`src/mmr_pkg.sv`:
```
// Contract
// RULE1 - Immediate load writes accumulator, flags untouched
// RULE2 - Register copy goes to accumulator or itself
// RULE3 - Register copy sets zero flag from value
// RULE4 - Interrupt return pops PC, enables interrupts
// RULE5 - Literal return loads accumulator, pops PC
// RULE6 - Rotate left shifts bits, carry in/out
// RULE7 - Rotate result to chosen destination, carry only
// RULE8 - Idle changes nothing, PC advances one
`default_nettype none
package mmr_pkg;
   localparam int DATA_W = 8;
   localparam int ADDR_W = 7;
   localparam int PC_W = 11;
   localparam int STACK_DEPTH = 8;
   localparam int SP_W = 3;
   localparam logic [DATA_W-1:0] WORK_RST = 8'h00;
   localparam logic [PC_W-1:0] PC_RST = 11'h000;
   localparam logic [SP_W-1:0] SP_RST = 3'h0;
   localparam int ROT_MSB = 7;
   localparam int CYC_ONE = 1;
   localparam int CYC_TWO = 2;

   typedef enum logic [2:0] {
      idle_op,
      load_immediate_op,
      copy_register_op,
      return_interrupt_op,
      return_literal_op,
      rotate_left_carry_op
   } mmr_op_e;

   // One instruction as presented by fetch
   typedef struct packed {
      mmr_op_e op;
      logic dest_reg;
      logic [ADDR_W-1:0] addr;
      logic [DATA_W-1:0] imm;
   } mmr_instr_s;

   // Data memory write request
   typedef struct packed {
      logic en;
      logic [ADDR_W-1:0] addr;
      logic [DATA_W-1:0] data;
   } mmr_wr_s;

   // Rotate left through carry: {carry_out, result}
   function automatic logic [DATA_W:0] mmr_rotl(input logic [DATA_W-1:0] v, input logic c);
      mmr_rotl = {v[ROT_MSB], v[ROT_MSB-1:0], c};
   endfunction
endpackage
`default_nettype wire

```
`src/mmr_stack.sv`:
```
`default_nettype none
// Return address stack, flip-flop storage indexed by pointer
module mmr_stack
   import mmr_pkg::*;
(
   input wire logic sys_clk_i,
   input wire logic nrst_i,
   input wire logic push_i,
   input wire logic [PC_W-1:0] push_data_i,
   input wire logic pop_i,
   output logic [PC_W-1:0] top_o,
   output logic [SP_W-1:0] sp_o
);
   logic [PC_W-1:0] mem [STACK_DEPTH];
   logic [SP_W-1:0] sp;

   // Pointer names next free level; top lives one below
   always_ff @(posedge sys_clk_i or negedge nrst_i) begin
      if (!nrst_i) begin
         sp <= SP_RST;
      end else if (push_i) begin
         sp <= sp + 3'h1;
      end else if (pop_i) begin
         sp <= sp - 3'h1;
      end
   end

   // Storage has no reset; contents are don't-care until pushed
   always_ff @(posedge sys_clk_i) begin
      if (push_i) begin
         mem[sp] <= push_data_i;
      end
   end

   assign top_o = mem[sp - 3'h1];
   assign sp_o = sp;
endmodule
`default_nettype wire

```
`src/mmr_core.sv`:
```
`default_nettype none
// Executes the move, return and rotate group
module mmr_core
   import mmr_pkg::*;
(
   input wire logic sys_clk_i,
   input wire logic nrst_i,
   input wire logic instr_valid_i,
   input wire mmr_instr_s instr_i,
   input wire logic [DATA_W-1:0] reg_rdata_i,
   input wire logic call_push_i,
   input wire logic int_ack_i,
   output logic [ADDR_W-1:0] reg_addr_o,
   output mmr_wr_s reg_wr_o,
   output logic [DATA_W-1:0] work_register_o,
   output logic [PC_W-1:0] pc_o,
   output logic carry_o,
   output logic zero_o,
   output logic global_interrupt_enable_o,
   output logic busy_o,
   output logic [SP_W-1:0] sp_o
);
   typedef enum logic {st_exec, st_pop} mmr_state_e;

   // Architectural state and stack handshake
   mmr_state_e state;
   logic [DATA_W-1:0] work_register;
   logic [PC_W-1:0] pc;
   logic carry;
   logic zero;
   logic global_interrupt_enable;
   logic [PC_W-1:0] stack_top;
   logic [SP_W-1:0] stack_sp;
   logic stack_pop;
   logic [DATA_W:0] rot;
   logic take;

   // Only accept new work in the execute state
   assign take = instr_valid_i && (state == st_exec);
   assign reg_addr_o = instr_i.addr;
   assign rot = mmr_rotl(reg_rdata_i, carry); // [RULE6]
   assign stack_pop = take && (instr_i.op == return_interrupt_op || instr_i.op == return_literal_op); // [RULE4] [RULE5]

   mmr_stack mmr_stack_inst (
      .sys_clk_i(sys_clk_i),
      .nrst_i(nrst_i),
      .push_i(call_push_i),
      .push_data_i(pc + 11'h001),
      .pop_i(stack_pop),
      .top_o(stack_top),
      .sp_o(stack_sp)
   );

   // Returns spend a second cycle; the pipeline stalls through it
   always_ff @(posedge sys_clk_i or negedge nrst_i) begin
      if (!nrst_i) begin
         state <= st_exec;
      end else if (stack_pop) begin
         state <= st_pop; // [RULE4] [RULE5]
      end else begin
         state <= st_exec;
      end
   end

   // Busy marks the bubble cycle of a return
   always_ff @(posedge sys_clk_i or negedge nrst_i) begin
      if (!nrst_i) begin
         busy_o <= 1'b0;
      end else begin
         busy_o <= stack_pop;
      end
   end

   // Program counter
   always_ff @(posedge sys_clk_i or negedge nrst_i) begin
      if (!nrst_i) begin
         pc <= PC_RST;
      end else if (stack_pop) begin
         pc <= stack_top; // [RULE4] [RULE5]
      end else if (take) begin
         pc <= pc + 11'h001; // [RULE8]
      end
   end

   // Accumulator
   always_ff @(posedge sys_clk_i or negedge nrst_i) begin
      if (!nrst_i) begin
         work_register <= WORK_RST;
      end else if (take) begin
         case (instr_i.op)
            load_immediate_op: work_register <= instr_i.imm; // [RULE1]
            return_literal_op: work_register <= instr_i.imm; // [RULE5]
            copy_register_op: if (!instr_i.dest_reg) work_register <= reg_rdata_i; // [RULE2]
            rotate_left_carry_op: if (!instr_i.dest_reg) work_register <= rot[DATA_W-1:0]; // [RULE7]
            default: work_register <= work_register; // [RULE8]
         endcase
      end
   end

   // Data memory write-back, a one-cycle request
   always_ff @(posedge sys_clk_i or negedge nrst_i) begin
      if (!nrst_i) begin
         reg_wr_o <= '0;
      end else begin
         reg_wr_o.en <= take && instr_i.dest_reg &&
            (instr_i.op == copy_register_op || instr_i.op == rotate_left_carry_op); // [RULE2] [RULE7]
         reg_wr_o.addr <= instr_i.addr;
         reg_wr_o.data <= (instr_i.op == rotate_left_carry_op) ? rot[DATA_W-1:0] : reg_rdata_i;
      end
   end

   // Only copy touches zero; only rotate touches carry
   always_ff @(posedge sys_clk_i or negedge nrst_i) begin
      if (!nrst_i) begin
         zero <= 1'b0;
      end else if (take && instr_i.op == copy_register_op) begin
         zero <= (reg_rdata_i == 8'h00); // [RULE3]
      end
   end

   // Carry takes the bit rotated out of the top
   always_ff @(posedge sys_clk_i or negedge nrst_i) begin
      if (!nrst_i) begin
         carry <= 1'b0;
      end else if (take && instr_i.op == rotate_left_carry_op) begin
         carry <= rot[DATA_W]; // [RULE6] [RULE7]
      end
   end

   // Interrupt acceptance clears enable; interrupt return sets it, and wins
   always_ff @(posedge sys_clk_i or negedge nrst_i) begin
      if (!nrst_i) begin
         global_interrupt_enable <= 1'b0;
      end else if (take && instr_i.op == return_interrupt_op) begin
         global_interrupt_enable <= 1'b1; // [RULE4]
      end else if (int_ack_i) begin
         global_interrupt_enable <= 1'b0;
      end
   end

   // Outputs are plain copies of the state flops
   assign work_register_o = work_register;
   assign pc_o = pc;
   assign carry_o = carry;
   assign zero_o = zero;
   assign global_interrupt_enable_o = global_interrupt_enable;
   assign sp_o = stack_sp;
endmodule
`default_nettype wire

```
`config.mk`:
```
export PLATFORM = sky130hd
export DESIGN_NAME = mmr_core
export DESIGN_NICKNAME = d
export VERILOG_FILES = /design/src/mmr_pkg.sv /design/src/mmr_stack.sv /design/src/mmr_core.sv
export SDC_FILE = /design/constraint.sdc
export NUM_CORES = 1
export LEC_CHECK = 0
export BUFFER_PORTS_ARGS = -buffer_cell sky130_fd_sc_hd__buf_4
export CAP_MARGIN = 20
export CORE_MARGIN = 2
export CORE_UTILIZATION = 45
export DETAILED_ROUTE_END_ITERATION = 8
export PLACE_DENSITY_LB_ADDON = 0.2
export SYNTH_ARGS = -nofsm -noshare
export SYNTH_HDL_FRONTEND = slang
export SYNTH_SLANG_ARGS = --single-unit
```
`constraint.sdc`:
```
create_clock -name sys_clk_i -period 2.5 [get_ports sys_clk_i]
set_clock_uncertainty 0.1 [all_clocks]
set_input_delay 0.25 -clock sys_clk_i [delete_from_list [all_inputs] [get_ports sys_clk_i]]
set_output_delay 0.25 -clock sys_clk_i [all_outputs]
set_load 0.02 [all_outputs]
```
* Word-level counts from Yosys, hierarchy flattened
Memories as Yosys holds them, arrays and structs flattened.
Index checks and enable logic that the tools add are counted.
** Word-level totals
- Bits in registers :: 43
- Bits in writable memories :: 88
- Input port bits :: 32
- Output and inout bits :: 49
- Memories :: 1
** Cells by class
- Add/sub/neg operators :: 3
- Equality and inequality tests :: 7
- Mux-type cells :: 13
- Bitwise gates (word level) :: 1
- Reductions and logical operators :: 16
** Memory list
- mmr_stack_inst.mem :: depth 8, bits a word 11, read ports 1, clocked after memory_dff 0, write ports 1, RTL line mmr_stack.sv:14 : logic [PC_W-1:0] mem [STACK_DEPTH];
** Operators by type and width (count)
- $mux 8 :: 3
- $pmux 8 s3 :: 1
- $mux 11 :: 2
- $add 11x1->11 const B :: 1
- $logic_not 8->1 :: 1
- $logic_and 1x1->1 :: 7
- $eq 3x2->1 const B :: 2
- $eq 3x3->1 const B :: 2
- $mux 3 :: 2
- $reduce_bool 2->1 :: 3
- $mux 1 :: 5
- $ne 2x2->1 const B :: 2
- $reduce_and 4->1 :: 1
- $add 3x1->3 const B :: 1
- $eq 3x1->1 const B :: 1
- $reduce_bool 3->1 :: 1
- $sub 3x1->3 const B :: 1
- $logic_or 1x1->1 :: 2
- $reduce_or 2->1 :: 1
- $not 1->1 :: 1

* Depth between registers and ports, before layout
- Depth after elaboration :: 5
- Mapped depth :: 10

* By module
Synthesis repeated with hierarchy kept, for this count alone.
** Unflattened totals
- Cell total of the unflattened synthesis :: 445
- Area, all modules :: 5926.9 µm²
** Modules (own cells, without submodules)
- mmr_stack :: instances 1, cells an instance 234, area each 3802.4 µm²
- mmr_core :: instances 1, cells an instance 211, area each 2124.5 µm²

* Worst setup path after synthesis
OpenSTA, ideal clock, no wires.
- Kind :: register -> register
- Start :: reg mmr_stack_inst.sp[0], in the netlist mmr_stack_inst.sp_o[0]
- End :: reg pc[7], in the netlist pc_o[7]
- Library setup time :: 0.152 ns
- Data arrival time :: 2.312 ns
- Data required time :: 2.248 ns
- Slack :: -0.063 ns
- Stages on the path, launching flop included :: 10
- Buffers on the path :: 2
- Period minus slack after synthesis :: 2.563 ns
- Path through :: dfrtp_1 -> buf_2 -> buf_4 -> inv_1 -> ha_1 -> xor2_2 -> mux4_1 -> mux2_2 -> nand2_1 -> o311ai_0
** Between the ends
- Longest elaborated chain between the ends :: 3
** RTL lines
- start, declared :: RTL line mmr_stack.sv:15 : logic [SP_W-1:0] sp;
- start signal, assigned :: RTL line mmr_stack.sv:22 : sp <= sp + 3'h1;
- start signal, assigned :: RTL line mmr_stack.sv:24 : sp <= sp - 3'h1;
- $sub 3x1->3 :: RTL line mmr_stack.sv:35 : assign top_o = mem[sp - 3'h1];
- $mem_v2 8x11
- $mux 11 :: RTL line mmr_core.sv:78 : end else if (stack_pop) begin
- end signal, assigned :: RTL line mmr_core.sv:79 : pc <= stack_top;
- end signal, assigned :: RTL line mmr_core.sv:81 : pc <= pc + 11'h001;
- end, declared :: RTL line mmr_core.sv:28 : logic [PC_W-1:0] pc;
No other way between the ends.
A chain may end at the register's enable or synchronous reset.

* Final worst setup path
- Start :: reg mmr_stack_inst.sp[1], in the netlist mmr_stack_inst.sp_o[1]
- End :: reg pc[7], in the netlist pc_o[7]
Same word-level chain as after synthesis.

==> impl_metrics.csv <==
group,metric,value,unit
clock_network,insertion_delay,0.41,ns
layout,nFillCells,1014,
worst_setup_path,critPathArrivalTime,2.32,ns
clock_network,tritoncts,"yes",
timing,final-hold-violation-count,0,
synthesis,synth.area.top_cells,"edfxtp_1 46%, dfrtp_1 18%, mux4_2 3.9%, mux4_1 2.7%, o21ai_0 2.6%",
global_routing,grt_pass1_vias,3695,
layout,final_nets,551,
layout,syn_to_final_growth,27.1,%
synthesis,syn_avg_cell_area,14.0,sq um
global_routing,antenna_found_initial,0,
clock_network,numCtsBuffers,17,
detailed_routing,drc,0,
synthesis,syn_nets,446,
power_and_ir_drop,ir_worst_vdd,796,uV
clock_network,cts-root-buf,"clkbuf_16",
worst_hold_path,hp-class,"input port to flip-flop",
detailed_routing,first_iter_violations,320,
synthesis,synth_top_cell_area_share,46.0,%
outcome,status,"finished clean",
clock_network,cts.reportedPaths.clkPinSlew,0.06,ns
worst_setup_path,endpoint,"pc_o[7]",
power_and_ir_drop,leakage,2.82,nW
worst_hold_path,hold_depth,2,
timing,worst_pin_slew,0.644,ns
die,die_y,117,um
detailed_routing,dr.pass1.iters,5,
worst_setup_path,regToRegEndpoint,"pc_o[7]",
place,place_ws,0.356,ns
synthesis,synth.largest_area_cell,"edfxtp_1",
die,ios,81,
place,numPortBuffers,80,
timing,slew_headroom,56.7,%
power_and_ir_drop,pwr_density_cell,1190,nW/um^2
die,core.rowCount,41,
clock_network,htree_levels,4,
detailed_routing,num_vias,3808,
worst_hold_path,min_from,"reg_rdata_i[5]",
global_routing,grt_usage,20.4,%
worst_setup_path,cp-start-kind,"flip-flop",
synthesis,synthCells,411,
detailed_routing,routedWlPerCell,18.9,um
timing,grt_setup_unrepaired,"false",
timing,period_needed,2.15,ns
clock_network,numClockSinks,130,
die,start_util,45.8,%
worst_setup_path,r2r-start,"mmr_stack_inst.sp_o[1]",
timing,setup-violations-final,0,
global_routing,grt_max_degree,43,
clock_network,clock_path_buffers,2,
timing,fin_crit_sh,86.1,%
die,die_area,13700,sq um
layout,drive_above_1_share,29.9,%
worst_setup_path,crit_start,"mmr_stack_inst.sp_o[1]",
clock_network,post-cts-setup-buffers,0,
worst_setup_path,worstSetupEndpointType,"flip-flop",
layout,antenna_cells,0,
worst_setup_path,cp_max_fo,4,
detailed_routing,via_per_inst,5.43,
synthesis,ys_ff_latch,130,
synthesis,yosys_warnings,0,
place,globalplace.congestion,0.818,
timing,fmax,465,MHz
timing,postLayoutSetupSlackWorst,0.349,ns
die,die_w,117,um
synthesis,syn_area,5750,sq um
die,coreArea,12600,sq um
detailed_routing,antenna_left,0,
timing,slew_viol_final,0,
global_routing,grt_first_pass_wirelength,20.0,mm
synthesis,synth_cell_types,43,
worst_setup_path,timing_worst_setup_path_type,"flip-flop to flip-flop",
worst_setup_path,rr_worst_depth,7,
detailed_routing,wirelength,13.2,mm
timing,fin_setup_tns,0,ns
worst_setup_path,rrSetupSlack,0.35,ns
global_routing,grt_overflow,0,
place,dp_hpwl,8.49,mm
synthesis,seq_area_frac_synth,64.2,%
worst_setup_path,required,2.67,ns
job,drv_cap,0,
-- what timing repair did --
action                                  CTS  global route
gates resized for setup                   0             0
endpoints found under the hold margin    55             0
hold buffers                             16             0
endpoints found under the setup margin    0             0
-- final cells by class --
type / count / area, sq um / share of cell area [%]
Clock buffer: 19 / 433 / 5.92
Clock inverter: 13 / 184 / 2.52
Inverter: 7 / 26.3 / 0.359
Multi-Input combinational cell: 242 / 1830 / 25.1
Sequential cell: 130 / 3690 / 50.5
Tap cell: 172 / 215 / 2.94
Timing Repair Buffer: 118 / 926 / 12.7
-- how the worst min path moves through the flow --
stage	endpoint
6_report	reg_wr_o[6]
3_5_place_dp	reg_wr_o[4]
2_1_floorplan	busy_o
5_1_grt	reg_wr_o[6]
4_1_cts	reg_wr_o[6]
3_3_place_gp	reg_wr_o[4]
-- synthesized netlist by cell type, drive strengths merged --
cell / instances
nor4: 3
buf: 26
and2b: 4
a2111oi: 6
nand3b: 1
a31oi: 11
mux2i: 12
and3: 2
or3: 4
nand2: 34
a22oi: 4
ha: 3
inv: 7
clkbuf: 6
mux4: 16
nor3: 14
a22o: 1
o311ai: 11
nor2: 12
o211ai: 2
mux2: 10
dfrtp: 42
edfxtp: 88
o21bai: 1
nand3: 15
xor2: 5
a21oi: 3
nand2b: 4
o22ai: 8
nor2b: 14
o21ai: 34
xnor2: 8
-- worst max-delay path, cell delays in order (launching register included) --
cell      delay [ns]
dfrtp_1         0.41
inv_1           0.11
ha_1            0.25
xor2_2          0.29
mux4_1          0.35
mux2_2          0.29
nand2_1         0.09
o311ai_0        0.12
-- state kept, by name, indices dropped and copies added (netlist names) --
register / count
mmr_stack_inst.mem: 88
busy_o: 1
carry_o: 1
reg_wr_o: 16
zero_o: 1
global_interrupt_enable_o: 1
work_register_o: 8
mmr_stack_inst.sp_o: 3
pc_o: 11
-- metrics by stage --
step | hold WS (ns) | cell area [sq um] | power (mW) | util (%) | std cells
global placement | 0.172 | 6530 | 6.13 | 52.0 | 653
floorplan | -0.146 | 5750 | 5.16 | - | 411
CTS | 0.000692 | 7310 | 8.80 | 58.2 | 701
finish | 0.0227 | 7310 | 8.72 | 58.2 | 701
global route | 0.00658 | 7310 | 9.17 | 58.2 | 701
detailed placement | 0.177 | 6530 | 6.18 | 52.0 | 653
-- power breakdown --
group / total (mW) / internal, mW / switching (mW)
sequential: 3.27 / 2.98 / 0.296
combinational: 2.89 / 1.24 / 1.65
clock: 2.56 / 1.67 / 0.893
total: 8.72 / 5.89 / 2.84
-- layout by cell type, fill, tap and decap left out, types with 11 or more instances in the layout --
| master | count |
|---|---|
| dfrtp_1 | 41 |
| a31oi_1 | 11 |
| edfxtp_1 | 88 |
| nor3_1 | 14 |
| clkbuf_16 | 17 |
| mux2i_1 | 12 |
| nor2_1 | 12 |
| nor2b_1 | 14 |
| nand3_1 | 14 |
| buf_4 | 102 |
| nand2_1 | 33 |
| o21ai_0 | 30 |
| dlygate4sd3_1 | 16 |
-- per-layer routing --
layer / GRT usage [%] / routed length, um / share of wire (%) / up-vias
met5: 0 / 0 / 0 / -
met4: 6.51 / 181 / 1.4 / 0
met3: 6.13 / 755 / 5.7 / 14
met2: 32.8 / 6310 / 48 / 128
met1: 26.9 / 5970 / 45 / 1881
li1: - / - / - / 1785
-- kinds of logic (layout without fill, tap and decap cells) --
kind of cell / after synthesis / in the layout / share of synthesized area (%)
XOR/XNOR: 13 / 13 / 2.11
adder cells (fa/ha/maj): 3 / 3 / 0.653
AND/OR/NAND/NOR: 107 / 107 / 9.42
flip-flops: 130 / 130 / 64.2
multiplexers: 38 / 38 / 10.7
AO/OA/AOI/OAI: 81 / 81 / 8.96
buffers and inverters: 39 / 157 / 3.92
(Power assumes the default switching activity.)
